### src/logic/prs_pkg.sv
// constants for the peripheral group soft reset block
package prs_pkg;

    // register indices as printed; the byte address is four times the index
    localparam logic [15:0] PRS_IDX_DURATION = 16'h1C04;
    localparam logic [15:0] PRS_IDX_CONTROL = 16'h1C05;
    localparam logic [17:0] PRS_ADDR_DURATION = {PRS_IDX_DURATION, 2'b00};
    localparam logic [17:0] PRS_ADDR_CONTROL = {PRS_IDX_CONTROL, 2'b00};

    // width of the APB address bus that the slave decodes
    localparam int PRS_ADDR_W = 18;

    // number of peripheral groups with a reset line
    localparam int PRS_GROUPS = 7;

    // control register bit positions, group index 0 to 6
    localparam int PRS_BIT_I2C = 0;
    localparam int PRS_BIT_GROUP_ONE = 1;
    localparam int PRS_BIT_ANALOG = 2;
    localparam int PRS_BIT_USB = 3;
    localparam int PRS_BIT_DMA = 4;
    localparam int PRS_BIT_GROUP_THREE = 5;
    localparam int PRS_BIT_GROUP_FOUR = 7;

    // map from group index to control register bit
    localparam int PRS_GROUP_BIT [PRS_GROUPS] = '{
        PRS_BIT_I2C, PRS_BIT_GROUP_ONE, PRS_BIT_ANALOG, PRS_BIT_USB,
        PRS_BIT_DMA, PRS_BIT_GROUP_THREE, PRS_BIT_GROUP_FOUR
    };

    // writable group bits of the control register; 15-8 and 6 reserved
    localparam logic [15:0] PRS_CONTROL_MASK = 16'h00BF;

    // reset values
    localparam logic [15:0] PRS_DURATION_RESET = 16'h0008;
    localparam logic [15:0] PRS_CONTROL_RESET = 16'h0000;

    // least duration that software is expected to program
    localparam logic [15:0] PRS_DURATION_MIN_ADVISED = 16'h0008;

    // documented width of the duration counter field
    localparam int PRS_DURATION_W = 16;

    // byte lanes of the 16-bit registers inside the 32-bit data word
    localparam int PRS_LANE_LO = 0;
    localparam int PRS_LANE_HI = 1;

endpackage : prs_pkg

### src/logic/prs_top.sv
// peripheral group soft reset controller with an APB register slave
//
// Summary of operation
// RULE1: bit 7 resets LCD, upper I2S, UART, SPI
// RULE2: bit 5 resets MMC/SD and lower I2S
// RULE3: bit 4 resets all four DMA controllers
// RULE4: bit 3 resets the USB controller
// RULE5: bit 2 resets converter and analog registers
// RULE6: bit 1 resets memory interface and timers
// RULE7: bit 0 resets the I2C controller
// RULE8: writing one starts that group's reset
// RULE9: writing zero does nothing, never cancels
// RULE10: bit reads zero once group released
// RULE11: bit reads one while group held
// RULE12: software leaves a held group alone
// RULE13: software writes zero to reserved bits
// RULE14: hold reset for duration count, then clear
// RULE15: software programs duration of eight or more
// RULE16: group reset outputs are active low
// RULE17: several bits in one write start together
`timescale 1ns/1ps

module prs_top #(
    parameter int DUR_W = prs_pkg::PRS_DURATION_W
) (
    // clock and reset
    input wire logic clk_sys,
    input wire logic rst_n,
    // apb slave
    input wire logic psel,
    input wire logic penable,
    input wire logic pwrite,
    input wire logic [prs_pkg::PRS_ADDR_W-1:0] paddr,
    input wire logic [31:0] pwdata,
    input wire logic [3:0] pstrb,
    output logic [31:0] prdata,
    output logic pready,
    output logic pslverr,
    // group reset lines, low while the group is held
    output logic group_four_reset_n,
    output logic group_three_reset_n,
    output logic dma_reset_n,
    output logic usb_reset_n,
    output logic analog_converter_reset_n,
    output logic group_one_reset_n,
    output logic i2c_reset_n
);

    localparam int NG = prs_pkg::PRS_GROUPS;
    localparam int LO = prs_pkg::PRS_LANE_LO;
    localparam int HI = prs_pkg::PRS_LANE_HI;

    // refuse widths the register and the counters cannot serve
    if (DUR_W < 1 || DUR_W > prs_pkg::PRS_DURATION_W) begin : g_bad_width
        $error("prs_top: DUR_W must lie between 1 and 16");
    end

    // every group bit must sit on a writable position of the register
    for (genvar g = 0; g < NG; g++) begin : g_map_check
        localparam int POS = prs_pkg::PRS_GROUP_BIT[g];
        localparam int REG_W = $bits(prs_pkg::PRS_CONTROL_MASK);
        if (POS < 0 || POS >= REG_W) begin : g_bad_pos
            $error("prs_top: group bit lies outside the register");
        end else if (!prs_pkg::PRS_CONTROL_MASK[POS]) begin : g_bad_bit
            $error("prs_top: group bit falls on a reserved position");
        end
    end

    // one group for each writable bit of the register
    if ($countones(prs_pkg::PRS_CONTROL_MASK) != NG) begin : g_bad_count
        $error("prs_top: group count differs from the writable bits");
    end

    // bus phase decode
    logic setup_phase;
    logic access_done;
    logic hit_duration;
    logic hit_control;
    logic wr_duration_reg;
    logic wr_control_reg;
    logic ctl_write;

    // register state
    logic [DUR_W-1:0] duration_reg;
    logic [DUR_W-1:0] duration_next;
    logic [NG-1:0] held_reg;
    logic [NG-1:0] held_next;
    logic [NG-1:0] trigger;
    logic [NG-1:0] expire;
    logic [NG-1:0] reset_n_reg;

    // bus answer registers
    logic pready_reg;
    logic pslverr_reg;
    logic [31:0] prdata_reg;
    logic [31:0] prdata_next;

    // the access is taken only in the cycle where pready is already high
    assign setup_phase = psel && !penable;
    assign access_done = psel && penable && pready_reg;
    assign ctl_write = access_done && wr_control_reg;

    // address decode of the two registers
    always_comb begin
        hit_duration = 1'b0;
        hit_control = 1'b0;
        if (paddr == prs_pkg::PRS_ADDR_DURATION) begin
            hit_duration = 1'b1;
        end else if (paddr == prs_pkg::PRS_ADDR_CONTROL) begin
            hit_control = 1'b1;
        end
    end

    // write intent decided at setup, from the same decode that gives the
    // error answer, so a write never lands on an unmapped address
    always_ff @(posedge clk_sys or negedge rst_n) begin
        if (!rst_n) begin
            wr_duration_reg <= 1'b0;
            wr_control_reg <= 1'b0;
        end else if (setup_phase) begin
            wr_duration_reg <= pwrite && hit_duration;
            wr_control_reg <= pwrite && hit_control && pstrb[LO];
        end else begin
            wr_duration_reg <= 1'b0;
            wr_control_reg <= 1'b0;
        end
    end

    // pready rises one cycle after setup, giving one access cycle per
    // transfer; registering it keeps the output glitch free
    always_ff @(posedge clk_sys or negedge rst_n) begin
        if (!rst_n) begin
            pready_reg <= 1'b0;
        end else if (setup_phase) begin
            pready_reg <= 1'b1;
        end else begin
            pready_reg <= 1'b0;
        end
    end

    // an unmapped address answers with an error, nothing is stored
    always_ff @(posedge clk_sys or negedge rst_n) begin
        if (!rst_n) begin
            pslverr_reg <= 1'b0;
        end else if (setup_phase) begin
            pslverr_reg <= !(hit_duration || hit_control);
        end else begin
            pslverr_reg <= 1'b0;
        end
    end

    // read data is picked at setup so it is stable through access
    always_comb begin
        prdata_next = 32'h0000_0000;
        if (hit_duration) begin
            prdata_next[DUR_W-1:0] = duration_reg;
        end else if (hit_control) begin
            for (int g = 0; g < NG; g++) begin
                prdata_next[prs_pkg::PRS_GROUP_BIT[g]] = held_reg[g]; // RULE11
            end
        end
    end

    // read data register, cleared outside reads to keep the bus quiet
    always_ff @(posedge clk_sys or negedge rst_n) begin
        if (!rst_n) begin
            prdata_reg <= 32'h0000_0000;
        end else if (setup_phase && !pwrite) begin
            prdata_reg <= prdata_next;
        end else if (access_done) begin
            prdata_reg <= 32'h0000_0000;
        end
    end

    // duration field, written per byte lane as strobed
    always_comb begin
        logic [15:0] wide;
        wide = 16'h0000;
        wide[DUR_W-1:0] = duration_reg;
        if (pstrb[LO]) begin
            wide[7:0] = pwdata[7:0];
        end
        if (pstrb[HI]) begin
            wide[15:8] = pwdata[15:8];
        end
        duration_next = wide[DUR_W-1:0];
    end

    // duration register; a new value only times resets started later
    always_ff @(posedge clk_sys or negedge rst_n) begin
        if (!rst_n) begin
            duration_reg <= prs_pkg::PRS_DURATION_RESET[DUR_W-1:0];
        end else if (access_done && wr_duration_reg) begin
            duration_reg <= duration_next;
        end
    end

    // a one in a group bit of the low lane starts that group; zeros and
    // reserved bits are ignored so a zero write cannot cut a reset short
    always_comb begin
        trigger = '0;
        if (ctl_write) begin
            for (int g = 0; g < NG; g++) begin
                trigger[g] = pwdata[prs_pkg::PRS_GROUP_BIT[g]]; // RULE8 RULE17
            end
        end
    end

    // one down-counter per group, all loaded from the same duration
    for (genvar g = 0; g < NG; g++) begin : g_group
        logic [DUR_W-1:0] count_reg;
        logic [DUR_W-1:0] load;

        // a zero duration still gives a one-cycle pulse
        always_comb begin
            if (duration_reg == '0) begin
                load = DUR_W'(1); // RULE14
            end else begin
                load = duration_reg; // RULE14
            end
        end

        // last held cycle when the count has run down to one
        assign expire[g] = held_reg[g] && (count_reg == DUR_W'(1));

        // the count is restarted by a retrigger from the current duration, so a reset ends sooner only if that duration was lowered
        always_ff @(posedge clk_sys or negedge rst_n) begin
            if (!rst_n) begin
                count_reg <= '0;
            end else if (trigger[g]) begin
                count_reg <= load; // RULE14 RULE9
            end else if (held_reg[g] && count_reg != '0) begin
                count_reg <= count_reg - DUR_W'(1); // RULE14
            end
        end

        // trigger wins over expiry in the same cycle
        always_comb begin
            if (trigger[g]) begin
                held_next[g] = 1'b1; // RULE8
            end else if (expire[g]) begin
                held_next[g] = 1'b0; // RULE10 RULE14
            end else begin
                held_next[g] = held_reg[g]; // RULE9
            end
        end
    end

    // status of each group as read back by software
    always_ff @(posedge clk_sys or negedge rst_n) begin
        if (!rst_n) begin
            held_reg <= prs_pkg::PRS_CONTROL_RESET[NG-1:0];
        end else begin
            held_reg <= held_next; // RULE10 RULE11
        end
    end

    // output lines track status exactly, from their own flops
    always_ff @(posedge clk_sys or negedge rst_n) begin
        if (!rst_n) begin
            reset_n_reg <= '1;
        end else begin
            reset_n_reg <= ~held_next; // RULE16
        end
    end

    // bus outputs
    assign prdata = prdata_reg;
    assign pready = pready_reg;
    assign pslverr = pslverr_reg;

    // group lines; index order follows the bit map in the package
    assign i2c_reset_n = reset_n_reg[0]; // RULE7
    assign group_one_reset_n = reset_n_reg[1]; // RULE6
    assign analog_converter_reset_n = reset_n_reg[2]; // RULE5
    assign usb_reset_n = reset_n_reg[3]; // RULE4
    assign dma_reset_n = reset_n_reg[4]; // RULE3
    assign group_three_reset_n = reset_n_reg[5]; // RULE2
    assign group_four_reset_n = reset_n_reg[6]; // RULE1

endmodule : prs_top

### config.mk
export PLATFORM = sky130hd
export DESIGN_NAME = prs_top
export DESIGN_NICKNAME = d
export VERILOG_FILES = /design/src/logic/prs_pkg.sv /design/src/logic/prs_top.sv
export SDC_FILE = /design/constraint.sdc
export NUM_CORES = 1
export LEC_CHECK = 0
export ABC_CLOCK_PERIOD_IN_PS = 2300
export BUFFER_PORTS_ARGS = -buffer_cell sky130_fd_sc_hd__buf_4
export CELL_PAD_IN_SITES_DETAIL_PLACEMENT = 1
export CELL_PAD_IN_SITES_GLOBAL_PLACEMENT = 1
export CORE_MARGIN = 2
export CORE_UTILIZATION = 46
export DETAILED_ROUTE_END_ITERATION = 6
export GPL_TIMING_DRIVEN = 0
export PLACE_DENSITY_LB_ADDON = 0.1
export SYNTH_ARGS = -nofsm -noshare
export SYNTH_HDL_FRONTEND = slang
export SYNTH_SLANG_ARGS = --single-unit
### constraint.sdc
create_clock -name clk_sys -period 2.3 [get_ports clk_sys]
set_input_delay 0.115 -clock clk_sys [delete_from_list [all_inputs] [get_ports clk_sys]]
set_output_delay 0.115 -clock clk_sys [all_outputs]
set_load 0.02 [all_outputs]
# == Yosys cells after proc, flatten, opt, wreduce, memory -nomap -nowiden ==
# Cells that the tools add are included.
# op_classes
n_addsub,7
eq_ne,9
mux,45
bitwise_logic,1
reduce_logical,45
# op_table
cell,count
$mux W16,15
$eq A16 B1 Y1 const B,7
$reduce_bool A16 Y1,7
$sub A16 B1 Y16 const B,7
$mux W32,2
$eq A18 B15 Y1 const B,2
$mux W1,24
$logic_and A1 B1 Y1,23
$logic_not A16 Y1,1
$reduce_bool A2 Y1,8
$mux W6,2
$mux W8,1
$mux W7,1
$not A7 Y7,1
$reduce_and A2 Y1,2
$logic_not A1 Y1,3
$logic_or A1 B1 Y1,1
# word_totals
ff_bits,178
input_bits,59
out_inout_bits,41
wordCells,123

# == Depth between registers and ports, before layout ==
# logic_depth
ltp_word,6
mapped_depth,8
mapped_depth_nobuf,7

# == Least setup slack after synthesis ==
# OpenSTA, ideal clock, no wires.
# synth_timing
path_kind,register -> register
startpoint,register g_group[2].count_reg[0]
endpoint,register g_group[2].count_reg[1]
setup_ps,125
arrival_time_ps,1924
required_ps,2175
path_slack_ps,251
stages_incl_launch_ff,8
cell_sequence,dfrtp_1 > inv_1 > ha_1 > or3b_2 > nor3_4 > a21boi_1 > mux2i_1 > mux2_2
# synth_via
elab_chain_cells,3
elab_cells_between_ends,6
classes_between,add/sub (1); mux (2); reduce/logical (3)
# synth_rtl
element,line_no,text
from (decl),prs_top.sv:211,logic [DUR_W-1:0] count_reg;
from (signal assigned),prs_top.sv:231,count_reg <= load;
from (signal assigned),prs_top.sv:233,count_reg <= count_reg - DUR_W'(1);
$sub A16 B1 Y16 / $reduce_bool A16 Y1 (equally long branches),"prs_top.sv:233, prs_top.sv:232",
$mux W16 / $logic_and A1 B1 Y1 (equally long branches),prs_top.sv:232,end else if (held_reg[g] && count_reg != '0) begin
$mux W16 / $reduce_bool A2 Y1 (equally long branches),--,
# Several ways; a longest one is shown, not always the timed one. The select of a mux whose other input is x is not followed.
# A chain may end at the register's enable or synchronous reset.

# == Worst setup path in the final report ==
# layout_timing
startpoint,register pready_reg (netlist: pready)
endpoint,register g_group[1].count_reg[6]
# layout_via
elab_chain_cells,4
elab_cells_between_ends,5
classes_between,mux (2); reduce/logical (3)
# layout_rtl
element,line_no,text
from (decl),prs_top.sv:93,logic pready_reg;
from (signal assigned),prs_top.sv:133,pready_reg <= 1'b0;
from (signal assigned),prs_top.sv:135,pready_reg <= 1'b1;
from (signal assigned),prs_top.sv:137,pready_reg <= 1'b0;
$logic_and A1 B1 Y1 *,prs_top.sv:100,assign access_done = psel && penable && pready_reg;
$logic_and A1 B1 Y1 *,prs_top.sv:101,assign ctl_write = access_done && wr_control_reg;
$mux W7 *,prs_top.sv:202,if (ctl_write) begin
$mux W16 / $reduce_bool A2 Y1 (equally long branches),--,
to (signal assigned),prs_top.sv:231,
to (signal assigned),prs_top.sv:233,
to (decl),prs_top.sv:211,
# Every way passes the cells marked *; elsewhere a longest branch is shown, timed or not.

==> metrics <==
internal power=~5.1 mW; nets@finish=1165; Cell Rows=50; share of post-route cells with drive strength above 1=between 10% and 20%; M1 GR Usage=37.0%; reported leakage power=slightly above 4 nW; Largest register FFs=112; number of warnings issued by yosys=0; vias in the first global route=8151; Total Wirelength=about 28000 um; required time of the critical path=2.62 ns; Clock transition at path regs=~0.07 ns; remaining antenna violation count after routing=0; Net Sw Frac=between 20% and 30%; pwr dens=~590 nW/um2; post-synthesis sequential area ratio=45.5%; core region area=~19000 um2; Clock Latency Late Sink=roughly 0.43 ns; Final min period=2.20 ns; Synth Flop Type=dfrtp_1; met2 usage=between 40% and 50%; Initial Utilization=roughly 47%; Max clock buf depth=2; Layout Utilization=57.4%; Hold Crit Class=input port to flip-flop; ant diodes=0; hold depth=3; Fin Setup TNS=0 ns; largest net degree at the start of global routing=108; total congestion overflow=0; DRC=0; Post-Syn Area per Cell=a little over 9 um2; initial antenna violation count=0; Top Ports=100; final setup violation count=0; Post-Syn Instances=about 970; grt peak-use layer=met2; # H-tree levels=4; worst slew pin tran=around 1.1 ns; dpl cells=1308; data arrival time of the critical path=between 2 and 3 ns; hold endpoint=pslverr; die height=about 140 um; Sequential Power Share=about 44%; final hold viol count=0; Vias=between 7000 and 8000; CTS sink count=162; R2R Setup Slk=around 0.10 ns; Area growth, synth to finish=21.5%; Peak supply drop=0.514 mV; most frequent cells in the layout=dfrtp_1 (154), nand2_1 (146), o21ai_0 (90); combinational power share=~3.5%; P_sw=between 1 and 1.5 mW; maxcap violations=0; Startpoint Class=flip-flop; Final Power=around 6.4 mW; Slew Limit Headroom=approximately 30%; synthesized area=between 8000 and 9000 um2; die width=143 um; clk root buf=clkbuf_16; die area=slightly above 20000 um2; Pins Over Slew Limit=0; FF-to-FF End=g_group[1].count_reg[6]; post-DP HPWL=18000 um; status=finished, final reports clean; Final Non-Filler Cells=1365; Yosys cell types=between 70 and 80; number of I/O port buffers=64; commonest non-fill, non-tap cell in the layout=dfrtp_1; CP max FO=10; achievable frequency=approximately 0.45 GHz; FFs w/ async S/R, synth=100%; first-pass GRT wire length=roughly 45000 um; per-cell routed wire length=about 20 um; number of enable flip-flop cells after synthesis=0; routability cong.=0.857; Tot GR Track Use=between 20% and 30%; number of DRC markers in iteration 0=about 480; Worst setup EP type=flip-flop; Num CTS Buffers=17; Clk pwr share=between 50 and 60%; worst reg2reg path startpoint=pready; worst slack, placed=-0.402 ns; crit path kind=flip-flop to flip-flop; hold path startpoint=penable; Reg2Reg Depth=7; met3 GRT Util=4.80%; CTS tree=done; Worst Setup Slack, final=around 0.1 ns; number of synthesized register bits=162; Detailed Routing Iterations Pass 1=5; clock skew=0.00711 ns; drt via density=~5.8; final period utilization=95.6%
[worst max-delay path, cell delays in order (launching register included)]
cell	delay [ns]
dfrtp_1	0.38
and4_2	0.37
clkbuf_4	0.29
and2_1	0.15
clkbuf_1	0.29
clkbuf_2	0.31
nand2_1	0.12
o21ai_0	0.17
[how the worst max path moves through the flow]
stage	startpoint	depth (start not counted)	slack, ns	to
2_1_floorplan	g_group[2].count_reg[0]	7	0.25	g_group[2].count_reg[1]
3_3_place_gp	pready	7	-0.31	g_group[6].count_reg[10]
3_5_place_dp	pready	7	-0.40	g_group[4].count_reg[7]
4_1_cts	g_group[0].count_reg[4]	5	0.03	g_group[0].count_reg[1]
5_1_grt	pready	7	-0.04	g_group[1].count_reg[6]
6_report	pready	7	0.10	g_group[1].count_reg[6]
[synthesized netlist by cell type (all sizes together) (9+ instances only)]
library cell  count  area [um2]
a211oi           12        95.1
buf              23         160
a22o              9        78.8
mux2i            14         140
nand2           146         548
inv              24        90.1
xor2             29         254
o21ai            95         475
a21oi            37         189
clkbuf           43         161
nor2             72         273
dfrtp           154        3850
a31oi            12        75.1
ha               14         175
or4              14         109
nor4             29         245
mux2             18         203
xnor2            43         377
nor3             29         171
nand4            15        93.8
nand3            22         110
[repair_timing]
item	4_1_cts	5_1_grt
pin swaps	1	3
cloned	0	0
resized for setup	9	15
buffers inserted	1	4
hold buffers	21	0
setup endpoints to repair	41	36
hold endpoints to repair	74	0
[per-stage QoR]
stage          instance area [um2]  hold WS (ns)
2_1_floorplan                 8990        -0.181
3_3_place_gp                  9800         0.351
3_5_place_dp                  9830        0.0685
4_1_cts                      10800        0.0162
5_1_grt                      10900        0.0268
6_report                     10900        0.0259
[power by group through the flow]
stage	Sequential (mW)	Clock (mW)	Combinational [mW]
detailed placement	2.91	0	0.198
finish	2.85	3.35	0.224
global placement	2.91	0	0.189
global route	2.85	3.52	0.247
CTS	2.85	3.38	0.226
floorplan	2.91	0	0.0595
[layer usage]
metal	vias up	wire length, um
li1	3651	-
met3	40	1270
met2	174	13800
met5	-	0
met1	3999	12300
met4	0	489
[cells by family (layout without fill, tap and decap cells)]
group	after synthesis	after routing	share of synthesized area (%)
adders and majority gates	14	14	1.96
and+or+nand+nor	391	391	23.0
muxes	32	32	3.84
buffers and inverters	90	212	4.61
other	1	16	0.0420
DFF	162	162	45.5
AOI/OAI and AO/OA	206	206	14.0
xor gates and xnor gates	72	72	7.06
[final cells by class]
type,count,area (um2)
Clock buffer,20,467
Buffer,65,329
Inverter,24,90.1
Tap cell,260,325
Clock inverter,12,226
Sequential cell,162,4060
Multi-Input combinational cell,731,4590
Timing Repair Buffer,91,763
Fill cell,2168,8040
(Power assumes the default switching activity.)
